[src/timer_pkg.sv]
// Constants, register map and field layout of the gated 16-bit timer
package timer_pkg;
	// ==========================================
	// Register word offsets (byte addresses)
	localparam logic [4:0] OFS_COUNT_LOW = 5'h00;
	localparam logic [4:0] OFS_COUNT_HIGH = 5'h04;
	localparam logic [4:0] OFS_TIMER_CTRL = 5'h08;
	localparam logic [4:0] OFS_GATE_CTRL = 5'h0C;
	localparam logic [4:0] OFS_STATUS = 5'h10;
	localparam int ADDR_W = 5;
	localparam int DATA_W = 32;
	localparam int BYTE_W = 8;
	// ==========================================
	// Timer control field positions
	localparam int TC_ON = 0;
	localparam int TC_NOSYNC = 2;
	localparam int TC_OSCEN = 3;
	localparam int TC_PS_LO = 4;
	localparam int TC_CS_LO = 6;
	// ==========================================
	// Gate control field positions
	localparam int GC_SRC_LO = 0;
	localparam int GC_VAL = 2;
	localparam int GC_POL = 6;
	localparam int GC_EN = 7;
	// ==========================================
	// Status field positions
	localparam int ST_OVF = 0;
	// ==========================================
	// Reset values
	localparam logic [7:0] TIMER_CTRL_RST = 8'h00;
	localparam logic [7:0] GATE_CTRL_RST = 8'h00;
	localparam logic [15:0] COUNT_RST = 16'h0000;
	// ==========================================
	// Timing
	localparam int INST_DIV = 4;
	localparam logic [1:0] INST_LAST = 2'h3;
	localparam int PS_W = 3;
	// ==========================================
	// Encodings
	typedef enum logic [1:0]
	{
		CS_INST = 2'b00,
		CS_SYS = 2'b01,
		CS_EXT = 2'b10,
		CS_RSVD = 2'b11
	} clk_sel_type;
	typedef enum logic [1:0]
	{
		GS_PIN = 2'b00,
		GS_COMP_OVF = 2'b01,
		GS_RSVD2 = 2'b10,
		GS_RSVD3 = 2'b11
	} gate_src_type;
endpackage : timer_pkg

[src/gated_timer.sv]
// Gated 16-bit timer/counter with Avalon-MM register access
`timescale 1ns/1ns
// Function
// - Byte-writable 16-bit up counter
// - Timer-on and gate-enable decide counting
// - Clock select field plus crystal enable
// - Internal clock advances per prescaled period
// - System clock gives four per instruction
// - External rising edge, synced or not
// - Falling edge needed before first count
// - Prescale by 1, 2, 4, 8
// - Prescaler hidden, cleared on count write
// - Crystal oscillator enable, runs in sleep
// - Unsynced external counts in sleep, wakes
// - Mode switch may skip or add one
// - Byte reads of running count valid
// - Gate enable and gate polarity bits
// - Gated count when gate matches polarity
// - Two gate sources, codes 10 and 11 give a low gate, polarity applies
// - Source 00 pin, 01 companion overflow
// - Companion overflow pulse feeds gate
// - Wrap sets overflow flag, software clears
module gated_timer
	import timer_pkg::*;
#(
	parameter int COUNT_W = 16
)
(
	input wire logic mclk, // Clock 250 MHz
	input wire logic rst_n, // Async reset, active low
	input wire logic [ADDR_W-1:0] address, // Avalon byte address
	input wire logic read, // Avalon read
	input wire logic write, // Avalon write
	input wire logic [DATA_W-1:0] writedata, // Avalon write data
	input wire logic [3:0] byteenable, // Avalon byte enables
	output logic [DATA_W-1:0] readdata, // Avalon read data
	output logic waitrequest, // Avalon wait
	input wire logic ext_count_input, // External count pin
	input wire logic crystal_in, // Crystal amplifier input
	input wire logic gate_pin, // External gate pin
	input wire logic companion_ovf, // Companion timer wrap pulse
	input wire logic sleep, // Processor in sleep
	output logic crystal_out, // Crystal amplifier output
	output logic ovf_flag, // Overflow flag level
	output logic wake_pulse // Overflow wake in sleep
);
	import timer_pkg::*;
	if (COUNT_W != 2 * BYTE_W)
	begin : g_chk
		$error("gated_timer count must be two bytes");
	end
	// ==========================================
	// Reset release
	logic rst_m_r;
	logic rst_n_s;
	always_ff @(posedge mclk or negedge rst_n)
	begin
		if (!rst_n)
		begin
			rst_m_r <= 1'b0;
			rst_n_s <= 1'b0;
		end
		else
		begin
			rst_m_r <= 1'b1;
			rst_n_s <= rst_m_r;
		end
	end
	// ==========================================
	// Bus slave
	logic req;
	logic acc;
	logic wr_lane;
	logic wr_lo;
	logic wr_hi;
	logic wr_tc;
	logic wr_gc;
	logic wr_st;
	logic [7:0] timer_ctrl_r;
	logic [7:0] gate_ctrl_r;
	logic [COUNT_W-1:0] count_r;
	logic gate_val_r;
	logic [DATA_W-1:0] rd_nxt;
	assign req = read || write;
	assign acc = req && !waitrequest;
	assign wr_lane = write && acc && byteenable[0];
	assign wr_lo = wr_lane && address == OFS_COUNT_LOW;
	assign wr_hi = wr_lane && address == OFS_COUNT_HIGH;
	assign wr_tc = wr_lane && address == OFS_TIMER_CTRL;
	assign wr_gc = wr_lane && address == OFS_GATE_CTRL;
	assign wr_st = wr_lane && address == OFS_STATUS;
	always_ff @(posedge mclk or negedge rst_n_s)
	begin
		if (!rst_n_s)
			waitrequest <= 1'b1;
		else
			waitrequest <= !(req && waitrequest);
	end
	always_comb
	begin
		rd_nxt = '0;
		unique case (address)
			OFS_COUNT_LOW: rd_nxt[7:0] = count_r[7:0];
			OFS_COUNT_HIGH: rd_nxt[7:0] = count_r[15:8];
			OFS_TIMER_CTRL: rd_nxt[7:0] = timer_ctrl_r;
			OFS_GATE_CTRL: rd_nxt[7:0] = {gate_ctrl_r[7:3], gate_val_r, gate_ctrl_r[1:0]};
			OFS_STATUS: rd_nxt[ST_OVF] = ovf_flag;
			default: rd_nxt = '0;
		endcase
	end
	always_ff @(posedge mclk or negedge rst_n_s)
	begin
		if (!rst_n_s)
			readdata <= '0;
		else if (read && waitrequest)
			readdata <= rd_nxt;
	end
	// ==========================================
	// Control registers
	always_ff @(posedge mclk or negedge rst_n_s)
	begin
		if (!rst_n_s)
			timer_ctrl_r <= TIMER_CTRL_RST;
		else if (wr_tc)
			timer_ctrl_r <= {writedata[7:2], 1'b0, writedata[0]};
	end
	always_ff @(posedge mclk or negedge rst_n_s)
	begin
		if (!rst_n_s)
			gate_ctrl_r <= GATE_CTRL_RST;
		else if (wr_gc)
			gate_ctrl_r <= {writedata[7:6], 3'b000, 1'b0, writedata[1:0]};
	end
	logic timer_on;
	logic no_sync_select;
	logic crystal_osc_enable;
	logic [1:0] prescale_select;
	clk_sel_type clock_select;
	logic gate_enable;
	logic gate_polarity;
	gate_src_type gate_source_select;
	assign timer_on = timer_ctrl_r[TC_ON];
	assign no_sync_select = timer_ctrl_r[TC_NOSYNC];
	assign crystal_osc_enable = timer_ctrl_r[TC_OSCEN];
	assign prescale_select = timer_ctrl_r[TC_PS_LO +: 2];
	assign clock_select = clk_sel_type'(timer_ctrl_r[TC_CS_LO +: 2]);
	assign gate_enable = gate_ctrl_r[GC_EN];
	assign gate_polarity = gate_ctrl_r[GC_POL];
	assign gate_source_select = gate_src_type'(gate_ctrl_r[GC_SRC_LO +: 2]);
	// ==========================================
	// Crystal oscillator amplifier, alive in sleep
	always_ff @(posedge mclk or negedge rst_n_s)
	begin
		if (!rst_n_s)
			crystal_out <= 1'b0;
		else
			crystal_out <= crystal_osc_enable && !crystal_in;
	end
	// ==========================================
	// Instruction clock divider
	logic [1:0] inst_cnt_r;
	logic inst_tick;
	always_ff @(posedge mclk or negedge rst_n_s)
	begin
		if (!rst_n_s)
			inst_cnt_r <= '0;
		else
			inst_cnt_r <= inst_cnt_r + 2'h1;
	end
	assign inst_tick = inst_cnt_r == INST_LAST;
	// ==========================================
	// External edge detection
	logic ext_src;
	logic sync1_r;
	logic sync2_r;
	logic sync3_r;
	logic raw_prev_r;
	logic ext_rise;
	logic ext_fall;
	logic armed_r;
	assign ext_src = crystal_osc_enable ? crystal_in : ext_count_input;
	always_ff @(posedge mclk or negedge rst_n_s)
	begin
		if (!rst_n_s)
		begin
			sync1_r <= 1'b0;
			sync2_r <= 1'b0;
			sync3_r <= 1'b0;
			raw_prev_r <= 1'b0;
		end
		else
		begin
			sync1_r <= ext_src;
			sync2_r <= sync1_r;
			sync3_r <= sync2_r;
			raw_prev_r <= ext_src;
		end
	end
	// Resync path stalls in sleep; raw path keeps going
	always_comb
	begin
		if (no_sync_select)
		begin
			ext_rise = ext_src && !raw_prev_r;
			ext_fall = !ext_src && raw_prev_r;
		end
		else
		begin
			ext_rise = sync2_r && !sync3_r && !sleep;
			ext_fall = !sync2_r && sync3_r && !sleep;
		end
	end
	// Falling edge arms the counter after enable or write
	always_ff @(posedge mclk or negedge rst_n_s)
	begin
		if (!rst_n_s)
			armed_r <= 1'b0;
		else if (!timer_on || wr_lo || wr_hi)
			armed_r <= 1'b0;
		else if (ext_fall)
			armed_r <= 1'b1;
	end
	// ==========================================
	// Source selection and prescale
	logic src_tick;
	logic ps_tick;
	always_comb
	begin
		unique case (clock_select)
			CS_INST: src_tick = inst_tick && !sleep;
			CS_SYS: src_tick = !sleep;
			CS_EXT: src_tick = ext_rise && armed_r;
			CS_RSVD: src_tick = 1'b0;
		endcase
	end
	count_prescaler u_prescaler
	(
		.mclk(mclk),
		.rst_n_s(rst_n_s),
		.src_tick(src_tick),
		.clear(wr_lo || wr_hi),
		.sel(prescale_select),
		.tick_out(ps_tick)
	);
	// ==========================================
	// Gate
	logic gate_src;
	logic gate_match;
	logic count_en;
	always_comb
	begin
		unique case (gate_source_select)
			GS_PIN: gate_src = gate_pin;
			GS_COMP_OVF: gate_src = companion_ovf;
			default: gate_src = 1'b0;
		endcase
	end
	always_ff @(posedge mclk or negedge rst_n_s)
	begin
		if (!rst_n_s)
			gate_val_r <= 1'b0;
		else
			gate_val_r <= gate_src == gate_polarity;
	end
	assign gate_match = gate_src == gate_polarity;
	assign count_en = timer_on && (!gate_enable || gate_match);
	// ==========================================
	// Counter and overflow
	logic inc;
	logic wrap;
	assign inc = ps_tick && count_en && clock_select != CS_RSVD;
	assign wrap = inc && &count_r && !wr_lo && !wr_hi;
	always_ff @(posedge mclk or negedge rst_n_s)
	begin
		if (!rst_n_s)
			count_r <= COUNT_RST;
		else if (wr_lo)
			count_r <= {count_r[15:8], writedata[7:0]};
		else if (wr_hi)
			count_r <= {writedata[7:0], count_r[7:0]};
		else if (inc)
			count_r <= count_r + 16'h0001;
	end
	always_ff @(posedge mclk or negedge rst_n_s)
	begin
		if (!rst_n_s)
			ovf_flag <= 1'b0;
		else if (wrap)
			ovf_flag <= 1'b1;
		else if (wr_st && writedata[ST_OVF])
			ovf_flag <= 1'b0;
	end
	always_ff @(posedge mclk or negedge rst_n_s)
	begin
		if (!rst_n_s)
			wake_pulse <= 1'b0;
		else
			wake_pulse <= wrap && sleep;
	end
	// ==========================================
	// Checks
	low_write_a: assert property (@(posedge mclk) disable iff (!rst_n_s)
		wr_lo |=> count_r[7:0] == $past(writedata[7:0]))
		else $error("low byte write lost");
	off_hold_a: assert property (@(posedge mclk) disable iff (!rst_n_s)
		!timer_on && !wr_lo && !wr_hi |=> count_r == $past(count_r))
		else $error("count moved while off");
	step_one_a: assert property (@(posedge mclk) disable iff (!rst_n_s)
		ps_tick && count_en && clock_select == CS_SYS && !wr_lo && !wr_hi
		|=> count_r == $past(count_r) + 16'h0001)
		else $error("count did not step");
	sys_rate_a: assert property (@(posedge mclk) disable iff (!rst_n_s)
		timer_on && !gate_enable && clock_select == CS_SYS && prescale_select == 2'b00
		&& !sleep && !wr_lo && !wr_hi && !wr_tc ##1 $stable(timer_ctrl_r) && !sleep
		|-> ps_tick)
		else $error("system clock not every cycle");
	arm_clear_a: assert property (@(posedge mclk) disable iff (!rst_n_s)
		wr_lo || wr_hi |=> !armed_r)
		else $error("write did not disarm");
	gate_hold_a: assert property (@(posedge mclk) disable iff (!rst_n_s)
		gate_enable && !gate_match && !wr_lo && !wr_hi |=> $stable(count_r))
		else $error("gated count moved");
	rsvd_hold_a: assert property (@(posedge mclk) disable iff (!rst_n_s)
		clock_select == CS_RSVD && !wr_lo && !wr_hi |=> $stable(count_r))
		else $error("reserved clock counted");
	ovf_set_a: assert property (@(posedge mclk) disable iff (!rst_n_s)
		wrap |=> ovf_flag && count_r == 16'h0000)
		else $error("overflow flag not set");
	bus_ack_a: assert property (@(posedge mclk) disable iff (!rst_n_s)
		req && waitrequest |=> !waitrequest)
		else $error("bus answer late");
	ovf_cov: cover property (@(posedge mclk) disable iff (!rst_n_s) wrap);
	ext_cov: cover property (@(posedge mclk) disable iff (!rst_n_s)
		inc && clock_select == CS_EXT);
	gate_cov: cover property (@(posedge mclk) disable iff (!rst_n_s)
		gate_enable && timer_on && !gate_match ##1 gate_match);
endmodule : gated_timer

[src/count_prescaler.sv]
// Divide-by-1/2/4/8 prescaler for the count clock pulses
`timescale 1ns/1ns
module count_prescaler
	import timer_pkg::*;
#(
	parameter int PSW = PS_W
)
(
	input wire logic mclk, // Clock
	input wire logic rst_n_s, // Synchronised reset
	input wire logic src_tick, // Source clock pulse
	input wire logic clear, // Clear counter
	input wire logic [1:0] sel, // Divide select
	output logic tick_out // Prescaled pulse
);
	import timer_pkg::*;
	if (PSW != 3)
	begin : g_chk
		$error("count_prescaler needs a 3-bit counter");
	end
	logic [PSW-1:0] cnt_r;
	logic [PSW-1:0] mask;
	always_comb
	begin
		mask = PSW'((1 << sel) - 1);
	end
	// ==========================================
	// Hidden prescale counter
	always_ff @(posedge mclk or negedge rst_n_s)
	begin
		if (!rst_n_s)
			cnt_r <= '0;
		else if (clear)
			cnt_r <= '0;
		else if (src_tick)
			cnt_r <= (cnt_r & mask) == mask ? '0 : cnt_r + 1'b1;
	end
	always_ff @(posedge mclk or negedge rst_n_s)
	begin
		if (!rst_n_s)
			tick_out <= 1'b0;
		else
			tick_out <= src_tick && !clear && ((cnt_r & mask) == mask);
	end
	// ==========================================
	// Checks
	ps_clear_a: assert property (@(posedge mclk) disable iff (!rst_n_s)
		clear |=> cnt_r == '0 && !tick_out)
		else $error("prescaler not cleared");
	ps_div8_a: assert property (@(posedge mclk) disable iff (!rst_n_s)
		tick_out && sel == 2'b11 && $past(sel) == 2'b11 |-> $past(cnt_r) == 3'h7)
		else $error("divide by eight wrong");
endmodule : count_prescaler

[config.mk]
export PLATFORM = sky130hd
export DESIGN_NAME = gated_timer
export DESIGN_NICKNAME = d
export VERILOG_FILES = /design/src/timer_pkg.sv /design/src/gated_timer.sv /design/src/count_prescaler.sv
export SDC_FILE = /design/constraint.sdc
export NUM_CORES = 1
export LEC_CHECK = 0
export BUFFER_PORTS_ARGS = -buffer_cell sky130_fd_sc_hd__buf_2
export CORE_MARGIN = 1
export CORE_UTILIZATION = 45
export DETAILED_ROUTE_END_ITERATION = 10
export PLACE_DENSITY_LB_ADDON = 0.25
export SLEW_MARGIN = 0
export SYNTH_ARGS = -nofsm -noshare
export SYNTH_HDL_FRONTEND = slang
export SYNTH_SLANG_ARGS = --single-unit
[constraint.sdc]
create_clock -name mclk -period 2.12 [get_ports mclk]
set_clock_uncertainty 0.15 [all_clocks]
set_input_delay 0.212 -clock mclk [delete_from_list [all_inputs] [get_ports mclk]]
set_output_delay 0.212 -clock mclk [all_outputs]
set_load 0.1 [all_outputs]
Word-level counts from Yosys, hierarchy flattened
Cells that the tools add are included.
{ "word_totals": {"ff_bits": 52, "in_bits": 50, "output_inout_bits": 36, "word_cells": 114} }
{ "classes": {"addsub": 4, "eq_ne": 13, "shifts": 1, "n_mux": 17, "n_bitwise": 2, "n_reduce_logical": 58} }
{ "ops": {"columns": ["op", "n"], "rows": [
  ["$mux W16", 2],
  ["$logic_and A1 B1 Y1", 29],
  ["$pmux W7 S4", 1],
  ["$add A16 B1 Y16 const B", 1],
  ["$reduce_and A16 Y1", 1],
  ["$logic_not A1 Y1", 13],
  ["$eq A5 B4 Y1 const B", 2],
  ["$reduce_bool A2 Y1", 5],
  ["$mux W3", 3],
  ["$mux W8", 1],
  ["$mux W1", 7],
  ["$eq A2 B2 Y1 const B", 3],
  ["$eq A5 B3 Y1 const B", 1],
  ["$eq A5 B5 Y1 const B", 1],
  ["$logic_not A5 Y1", 1],
  ["$logic_or A1 B1 Y1", 5],
  ["$pmux W1 S5", 1],
  ["$eq A2 B1 Y1 const B", 2],
  ["$logic_not A2 Y1", 2],
  ["$ne A2 B2 Y1 const B", 2],
  ["$pmux W1 S4", 1],
  ["$reduce_and A2 Y1", 2],
  ["$add A3 B1 Y3 const B", 1],
  ["$and A3 B3 Y3", 1],
  ["other kinds (7)", 7]
]} }

Depth between registers and ports, before layout
Gate-level depths: netlist of run 1.
{ "depth": {"depth_word": 11, "depth_mapped": 7, "depth_no_buf": 6} }

Modules after synthesis
From an unflattened synthesis of run 1, not the netlist that was laid out.
{ "hier_totals": {"hier_cells": 307, "area_unflattened_um2": 2969.1} }
{ "modules_own_cells": {"columns": ["mod", "n_inst", "cells_each", "area_each_um2", "seq_area_each_um2"], "rows": [
  ["gated_timer", 1, 284, 2753.9, 1202.4],
  ["count_prescaler", 1, 23, 215.2, 100.1]
]} }

Worst setup path after synthesis of run 1
Ideal clock, no wire load.
{ "synth_timing": {"kind": "register to register", "from": "reg waitrequest", "to": "reg count_r[2]", "setup_ns": 0.120, "t_arrival_ns": 1.941, "required_ns": 1.850, "path_slack_ns": -0.091, "stages_incl_launch_ff": 7, "path_buffers": 1, "period_less_slack_ns": 2.211, "path_cell_list": "dfstp_2 > nand3b_1 > nor2_1 > nor3_1 > buf_2 > nand2_1 > a31o_2"} }
{ "synth_between": {"elab_chain_len": 7, "word_cells_on_any_way": 10, "cone_classes": "1 x eq/ne; 1 x mux; 8 x reduce/logical"} }
{ "synth_rtl": {"columns": ["item", "line", "source"], "rows": [
  ["from (decl)", "gated_timer.sv:37", "output logic waitrequest,"],
  ["from (signal assigned)", "gated_timer.sv:97", "waitrequest <= !(req && waitrequest);"],
  ["$logic_not A1 Y1 *", "gated_timer.sv:85", "assign acc = req && !waitrequest;"],
  ["$logic_and A1 B1 Y1 *", "gated_timer.sv:85", null],
  ["$logic_and A1 B1 Y1 * (2 in a row)", "gated_timer.sv:86", "assign wr_lane = write && acc && byteenable[0];"],
  ["$logic_and A1 B1 Y1 (on tied branches)", "gated_timer.sv:87, gated_timer.sv:88", null],
  ["$ne A2 B2 Y1 (no line) or $reduce_bool A2 Y1 (tied branches)", null, null],
  ["$reduce_and A2 Y1 (no line)", null, null],
  ["to (signal assigned)", "gated_timer.sv:278", "count_r <= {count_r[15:8], writedata[7:0]};"],
  ["to (signal assigned)", "gated_timer.sv:280", "count_r <= {writedata[7:0], count_r[7:0]};"],
  ["to (signal assigned)", "gated_timer.sv:282", "count_r <= count_r + 16'h0001;"],
  ["to (decl)", "gated_timer.sv:81", "logic [COUNT_W-1:0] count_r;"]
]} }
Mark *: on every way between the ends. The rest lies on a longest branch, timed or not.
A chain may end at the register's enable or synchronous reset.

Final worst setup path of run 1
{ "layout_timing": {"from": "reg gate_ctrl_r[0]", "to": "reg count_r[6]"} }
{ "layout_between": {"elab_chain_len": 9, "word_cells_on_any_way": 10, "cone_classes": "2 x eq/ne; 1 x mux; 7 x reduce/logical"} }
{ "layout_rtl": {"columns": ["item", "line", "source"], "rows": [
  ["from (decl)", "gated_timer.sv:80", "logic [7:0] gate_ctrl_r;"],
  ["from (signal assigned)", "gated_timer.sv:132", "gate_ctrl_r <= {writedata[7:6], 3'b000, 1'b0, writedata[1:0]};"],
  ["$eq A2 B1 Y1 or $logic_not A2 Y1 (tied branches)", "gated_timer.sv:252", "unique case (gate_source_select)"],
  ["$pmux W1 S2 *", "gated_timer.sv:252", null],
  ["$eq A1 B1 Y1 *", "gated_timer.sv:265", "assign gate_match = gate_src == gate_polarity;"],
  ["$logic_or A1 B1 Y1 *", "gated_timer.sv:266", "assign count_en = timer_on && (!gate_enable || gate_match);"],
  ["$logic_and A1 B1 Y1 *", "gated_timer.sv:266", null],
  ["$logic_and A1 B1 Y1 * (2 in a row)", "gated_timer.sv:271", "assign inc = ps_tick && count_en && clock_select != CS_RSVD;"],
  ["$reduce_bool A2 Y1 (no line) *", null, null],
  ["$reduce_and A2 Y1 (no line) *", null, null]
]} }
Marked as above.

==> out/results.md, run 1 <==
* flop — endpoint kind of the worst setup timing path
* flop to flop — type of the setup path with the least slack
* 0.00168 uW — leakage power figure
* 1650 uW — cell internal power dissipation
* 229 — drt first-iter violations
* true — setup repair after global routing missed its margin
* input port to flop — Min-Delay Path Class
* 2.25 ns — critical path arrival
* 26.4% — Clock Power Share
* 0 — initial antenna violation count
* complete, but fails checks — status
* 52 — post-synthesis register bit count
* 12100 um — wire length of the first global-routing pass
* 458 — count of non-filler cells in the finished layout
* 0 — count of flip-flops with a built-in enable after synthesis
* 47.8% — starting density of the core
* 48.3% — sequential fraction of design power
* 23 — largest net degree at the start of global routing
* flop — Startpoint Class
* 2718 — total number of vias
* dfrtp_1 — most instantiated flip-flop cell in the synthesis netlist
* 5.93 — Vias per Instance
* 66.2% — worst-case headroom to the max-slew limit
* -0.0323 ns — post-placement worst setup slack
* 0.506 ns — Slew @ Worst Pin
* 701 nW/um^2 — Power Dens Cells
* 0 — residual overflow from global routing
* 25.3% — combinational share of power
* 0.900 — final weighted congestion of routability-driven global placement
* 442 — Placed Cells
* 0 — yosys synthesis warning count
* 0.365 mV — IR Drop Worst-Case VDD
* setup timing — violated checks
* 309 — synthesized netlist cell count
* 0.30 ns — worst skew pair latency
* 2910 sq um — Syn Std Cell Area
* 5830 um — Detailed Place HPWL
* 9.42 sq um — mean post-synth cell area
* 34 — number of port buffers
* 435 — number of nets in the finished design
* 100% — Async S/R FF share, synth
* 902 uW — switching power
* 0 — remaining antenna violation count
* 5 — First-pass DRT Iterations
* 44.7% — proportion of synthesized chip area in sequential cells
* 2 — Clock Tree Buf Depth
* 86 — top-level port count
* 2 — number of H-tree levels
* 82.4 um — width of the die
* 2.21 ns — data required time at the worst endpoint
* 464 MHz — highest clock frequency the design can meet
* 29.0% — share of post-route cells with drive strength above 1
* yes — CTS tree
* 0 — buffer and inverter count on the worst path
* 102% — final cycle utilization of the critical path
* -0.0374 ns — post-layout worst setup margin
* 5 — number of buffers added by the clock tree synthesis step
* 0 — DRC violation count after routing
* a2111o_1 — CP max-delay cell
* clkbuf_8 — root buffer selected by CTS
* 6100 sq um — Core Area
* 1 — final number of setup-violating endpoints
* 0.09 ns — Clock transition at path regs
* 35.4% — Switching Fraction
* 24.8% — Area growth syn-to-layout
* 52 — Clock Sinks
* 7930 um — Routed Wire Length
* 60 — number of distinct library cell variants in the gate-level netlist after synthesis
* 2493 — number of global-route vias before repair
* 0 — count of final hold-check violations
* mux2i_2 > a2111o_1 > or2_1 > or4_1 > nand4_1 — critical-path cell list
* 82.4 um — height of the die
* 24.2% — global-route usage over all layers
* 0.56 ns — biggest cell delay along the critical path
* 17.3 um — routed length per instance
* 0 — antenna cells
* 0 — maximum capacitance violations
* 6800 sq um — area enclosed by the die boundary
* 2.16 ns — Min Clock Period, post-route
* 28 — number of core rows
* 6 — maximum net fanout on the critical path
* 0 — Slew Limit Fails
* simple AND/OR/NAND/NOR gates — Crit path max-delay family
## per-stage QoR
stage               TNS (ns)  instance area, sq um  hold WS (ns)  total power, uW  utilization [%]
finish               -0.0374                  3630        0.0209             2550             59.6
global route          -0.383                  3630        0.0273             2670             59.6
CTS                        0                  3500       0.00813             2530             57.4
detailed placement   -0.0379                  3320        -0.151             1840             54.5
global placement           0                  3320        -0.153             1830             54.5
floorplan                  0                  3000        -0.234             1680                -
## area by class of cell
cell class	instances	area, sq um
clock inverters	1	30.0
repair buffers	78	544
inverters	9	33.8
well taps	75	93.8
clock buffers	7	76.3
multi-input cells	236	1550
flip-flops and latches	52	1310
fillers	522	2460
## cells in the final DEF, fill, tap and decap left out, drive strengths merged, types with 7 or more instances in the layout
cell and n:
conb 25, inv 9, and3 10, mux2i 7, o21ai 15, nor3 8, mux2 10, nand2 33
nand3 9, dfrtp 51, a21oi 10, nand4 7, buf 73, nor2 27, clkbuf 7
## per-layer routing
layer / wire length [um] / GRT usage, % / up-vias / share of wire [%]
li1: - / - / 1235 / -
met1: 3350 / 32.4 / 1331 / 42
met2: 3880 / 39.9 / 141 / 49
met3: 599 / 4.07 / 11 / 7.6
met4: 91 / 7.19 / 0 / 1.1
met5: 0 / 0 / - / 0
## registers in the layout, indices dropped and copies added (netlist names), 2 cells and up
| signal | count |
|---|---|
| inst_cnt_r | 2 |
| readdata | 8 |
| u_prescaler.cnt_r | 3 |
| count_r | 16 |
| gate_ctrl_r | 4 |
| timer_ctrl_r | 7 |
## synthesized netlist by cell type, types with 3 or more instances
master	count	share of area, %
nand2_1	33	4.3
a21oi_1	10	1.7
dfrtp_1	51	44
and3_1	10	2.1
a31o_2	3	0.90
nor4b_1	3	0.90
nand3_1	9	1.5
mux2_2	10	3.9
buf_2	3	0.52
a221oi_1	3	0.90
a211oi_1	4	1.0
a22o_1	4	1.2
nor2_1	27	3.5
nor3_1	8	1.4
buf_4	24	6.2
and4_1	4	1.2
mux2i_1	7	2.4
o21ai_0	14	2.4
inv_1	9	1.2
nand4_1	7	1.5
nand3b_1	3	0.77
ha_1	3	1.3
nor3b_1	3	0.77
clkbuf_1	5	0.64
nor4_1	4	0.86
## tightest hold or removal path: cells and delay by family
kind / cells / cell delay [ns]
buffers and inverters: 2 / 0.14
muxes: 1 / 0.09
## timing repair
| item | 4_1_cts | 5_1_grt |
|---|---|---|
| gates resized for setup | 3 | 22 |
| setup endpoints to repair | 5 | 15 |
| hold buffers | 5 | 0 |
| buffers inserted | 1 | 2 |
| pin swaps | 4 | 10 |
| hold endpoints to repair | 5 | 0 |
## cell families after synthesis
kind of cell    after synthesis  share of synthesized area, %
xor+xnor                      2                         0.602
compound gates               64                          15.7
mux                          17                          6.27
fa+ha+maj                     3                          1.29
buf+inv                      44                          8.94
simple gates                125                          22.2
flops                        52                          44.7
other cells                   2                         0.258
## final timing paths
kind	from	end	slack [ns]	cells after the start
max	gate_ctrl_r[0]$_DFFE_PN0P_	count_r[6]$_DFFE_PN0P_	-0.04	5
min	ext_count_input	raw_prev_r$_DFF_PN0_	0.02	3
min in group asynchronous	rst_n	rst_n_s$_DFF_PN0_	0.06	2
max in group asynchronous	rst_n_s$_DFF_PN0_	count_r[14]$_DFFE_PN0P_	1.15	1
min reg2reg	rst_n_s$_DFF_PN0_	readdata[4]$_DFFE_PN0P_	0.08	0
max reg2reg	gate_ctrl_r[0]$_DFFE_PN0P_	count_r[6]$_DFFE_PN0P_	-0.04	5
## power groups by stage
stage               registers [uW]  clock network, uW  logic [uW]
CTS                           1220                694         612
floorplan                     1250                  0         425
detailed placement            1240                  0         600
global placement              1240                  0         590
finish                        1230                673         646
global route                  1240                729         695
Power figures use the tool's default switching activity.
==> run 2, diff against run 1 <==
BUFFER_PORTS_ARGS = -buffer_cell sky130_fd_sc_hd__buf_4   (was -buffer_cell sky130_fd_sc_hd__buf_2)
==> out/results.md, run 2 (synthesis results as in run 1) <==
* count_r — most flop-heavy register
* buf_4 — most common cell after layout, fill and taps aside
* gate_ctrl_r[0]$_DFFE_PN0P_ — Worst Hold End
* 0.515 ns — Slew @ Worst Pin, +0.00959 ns
* 6100 sq um — Core Area, unchanged
* 27.2% — share of post-route cells with drive strength above 1, -1.8 points
* input port to flop — Min-Delay Path Class
* 82.4 um — height of the die, unchanged
* complete, no violations — status
* 160 — drt first-iter violations, -30%
* 2 — Clock Tree Buf Depth, unchanged
* 0 — count of final hold-check violations, unchanged
* 2 — number of cells on the worst hold path, -1
* 3490 um — Post-Route M1 WL, +4.1%
* 47.8% — starting density of the core, unchanged
* 0 — maximum capacitance violations, unchanged
* 16 — flip-flop count of the largest register, all copies and words added, unchanged
* 5.70 — Vias per Instance, -3.9%
* 0.03 ns — Register-to-Register Setup Slack, +0.06 ns
* 11600 um — wire length of the first global-routing pass, -4.3%
* 6 — maximum net fanout on the critical path, unchanged
* 0 — remaining antenna violation count, unchanged
* 0 — antenna cells, unchanged
* 59.4% — utilization after layout, -0.18 points
* 478 MHz — highest clock frequency the design can meet, +3.0%
* count_r x16, readdata x8, timer_ctrl_r x7 — top flop regs
* flop to flop — type of the setup path with the least slack
* flop — Startpoint Class
* yes — CTS tree
* 5540 um — Detailed Place HPWL, -5.0%
* 2 — number of H-tree levels, unchanged
* count_r[13]$_DFFE_PN0P_ — RR Endpoint
* 404 um — routed length on met3, -33%
* 2.09 ns — Min Clock Period, post-route, -0.0633 ns
* 0.00167 uW — leakage power figure, -0.19%
* 2317 — number of global-route vias before repair, -7.1%
* 0 — Slew Limit Fails, unchanged
* 2.17 ns — data required time at the worst endpoint, -0.04 ns
* 0 — final number of setup-violating endpoints, -1
* 52 — Clock Sinks, unchanged
* 5 — number of buffers added by the clock tree synthesis step, unchanged
* 23.4% — global-route usage over all layers, -0.80 points
* 2470 uW — Overall Power, -3.0%
* 0.424 mV — IR Drop Worst-Case VDD, +16%
* 2612 — total number of vias, -3.9%
* 6800 sq um — area enclosed by the die boundary, unchanged
* 86 — top-level port count, unchanged
* 82.4 um — width of the die, unchanged
* 6 — cell depth of the worst flop-to-flop path, +1
* 5 — First-pass DRT Iterations, unchanged
* clkbuf_8 — root buffer selected by CTS
* true — setup repair after global routing missed its margin
* 98.8% — final cycle utilization of the critical path, -3.0 points
* met4 — highest metal layer with signal wires
* buf_4 (70), dfrtp_1 (50), nand2_1 (32) — most frequent cells in the layout
* gate_ctrl_r[6]$_DFFE_PN0P_ — source of the worst register-to-register timing path
* 0 — initial antenna violation count, unchanged
* 0 — DRC violation count after routing, unchanged
* 3490 um — met2 WL post-DR, -10%
* 0.10 ns — Clock transition at path regs, about the same
* 0 ns — aggregate negative setup slack, +0.0374 ns
* 16.4 um — routed length per instance, -5.0%
* 0.32 ns — worst skew pair latency, +0.02 ns
* 682 nW/um^2 — Power Dens Cells, -2.7%
* 24.5% — Area growth syn-to-layout
* 435 — number of nets in the finished design, unchanged
* 0.912 — final weighted congestion of routability-driven global placement, +1.3%
* 28 — number of core rows, unchanged
* 0 — residual overflow from global routing, unchanged
* 65.4% — worst-case headroom to the max-slew limit, -0.78 points
* writedata[0] — min-delay src
* 7530 um — Routed Wire Length, -5.0%
* flop — endpoint kind of the worst setup timing path
* 26 — largest net degree at the start of global routing, +13%
* 34 — number of port buffers, unchanged
* 2.15 ns — critical path arrival, -0.10 ns
[run 2: metrics by stage]
step           instance area [sq um]  hold slack [ns]  instances  worst slack (ns)
6_report                        3620          0.00745        458            0.0259
5_1_grt                         3620          0.00926        458           -0.0388
4_1_cts                         3560          0.00292        455            0.0129
3_5_place_dp                    3370           -0.154        439           -0.0141
3_3_place_gp                    3370           -0.155        439            0.0219
2_1_floorplan                   3000           -0.234        332           0.00671
[run 2: critical path, stage by stage (launching register included)]
cell and delay (ns):
dfrtp_1 0.42, and2_4 0.15, a2111o_1 0.53, or2_0 0.26, buf_4 0.17, o32ai_2 0.25
a21oi_1 0.06
[run 2: report_power, final]
group | total, uW | switching, uW | internal, uW
registers | 1210 | 123 | 1090
clock network | 612 | 344 | 269
logic | 649 | 433 | 216
[run 2: what timing repair did]
item	4_1_cts	5_1_grt
hold buffers	8	0
pin swaps	4	9
endpoints found under the hold margin	8	0
gates resized for setup	2	8
endpoints found under the setup margin	6	13
buffers inserted	0	3
[run 2: layer usage]
metal / global-route usage [%] / vias to the layer above
li1: - / 1228
met1: 32.2 / 1277
met4: 10.2 / 0
met3: 3.96 / 12
met2: 36.0 / 95
met5: 0 / -
[run 2: worst max path at each step]
stage,startpoint,end
after floorplan,gate_ctrl_r[6]$_DFFE_PN0P_,count_r[6]$_DFFE_PN0P_
after global placement,gate_ctrl_r[0]$_DFFE_PN0P_,count_r[6]$_DFFE_PN0P_
after detailed placement,gate_ctrl_r[0]$_DFFE_PN0P_,count_r[10]$_DFFE_PN0P_
after CTS,gate_ctrl_r[0]$_DFFE_PN0P_,count_r[5]$_DFFE_PN0P_
after global routing,gate_ctrl_r[6]$_DFFE_PN0P_,count_r[10]$_DFFE_PN0P_
final,gate_ctrl_r[6]$_DFFE_PN0P_,count_r[13]$_DFFE_PN0P_
[run 2: layout make-up]
type                       instances  area, sq um
clock inverter                     1         8.76
fill                             550         2470
multi-input combinational        236         1490
inverter                           9         33.8
timing repair buffer              78          606
clock buffer                       7         86.3
sequential                        52         1310
tap                               75         93.8
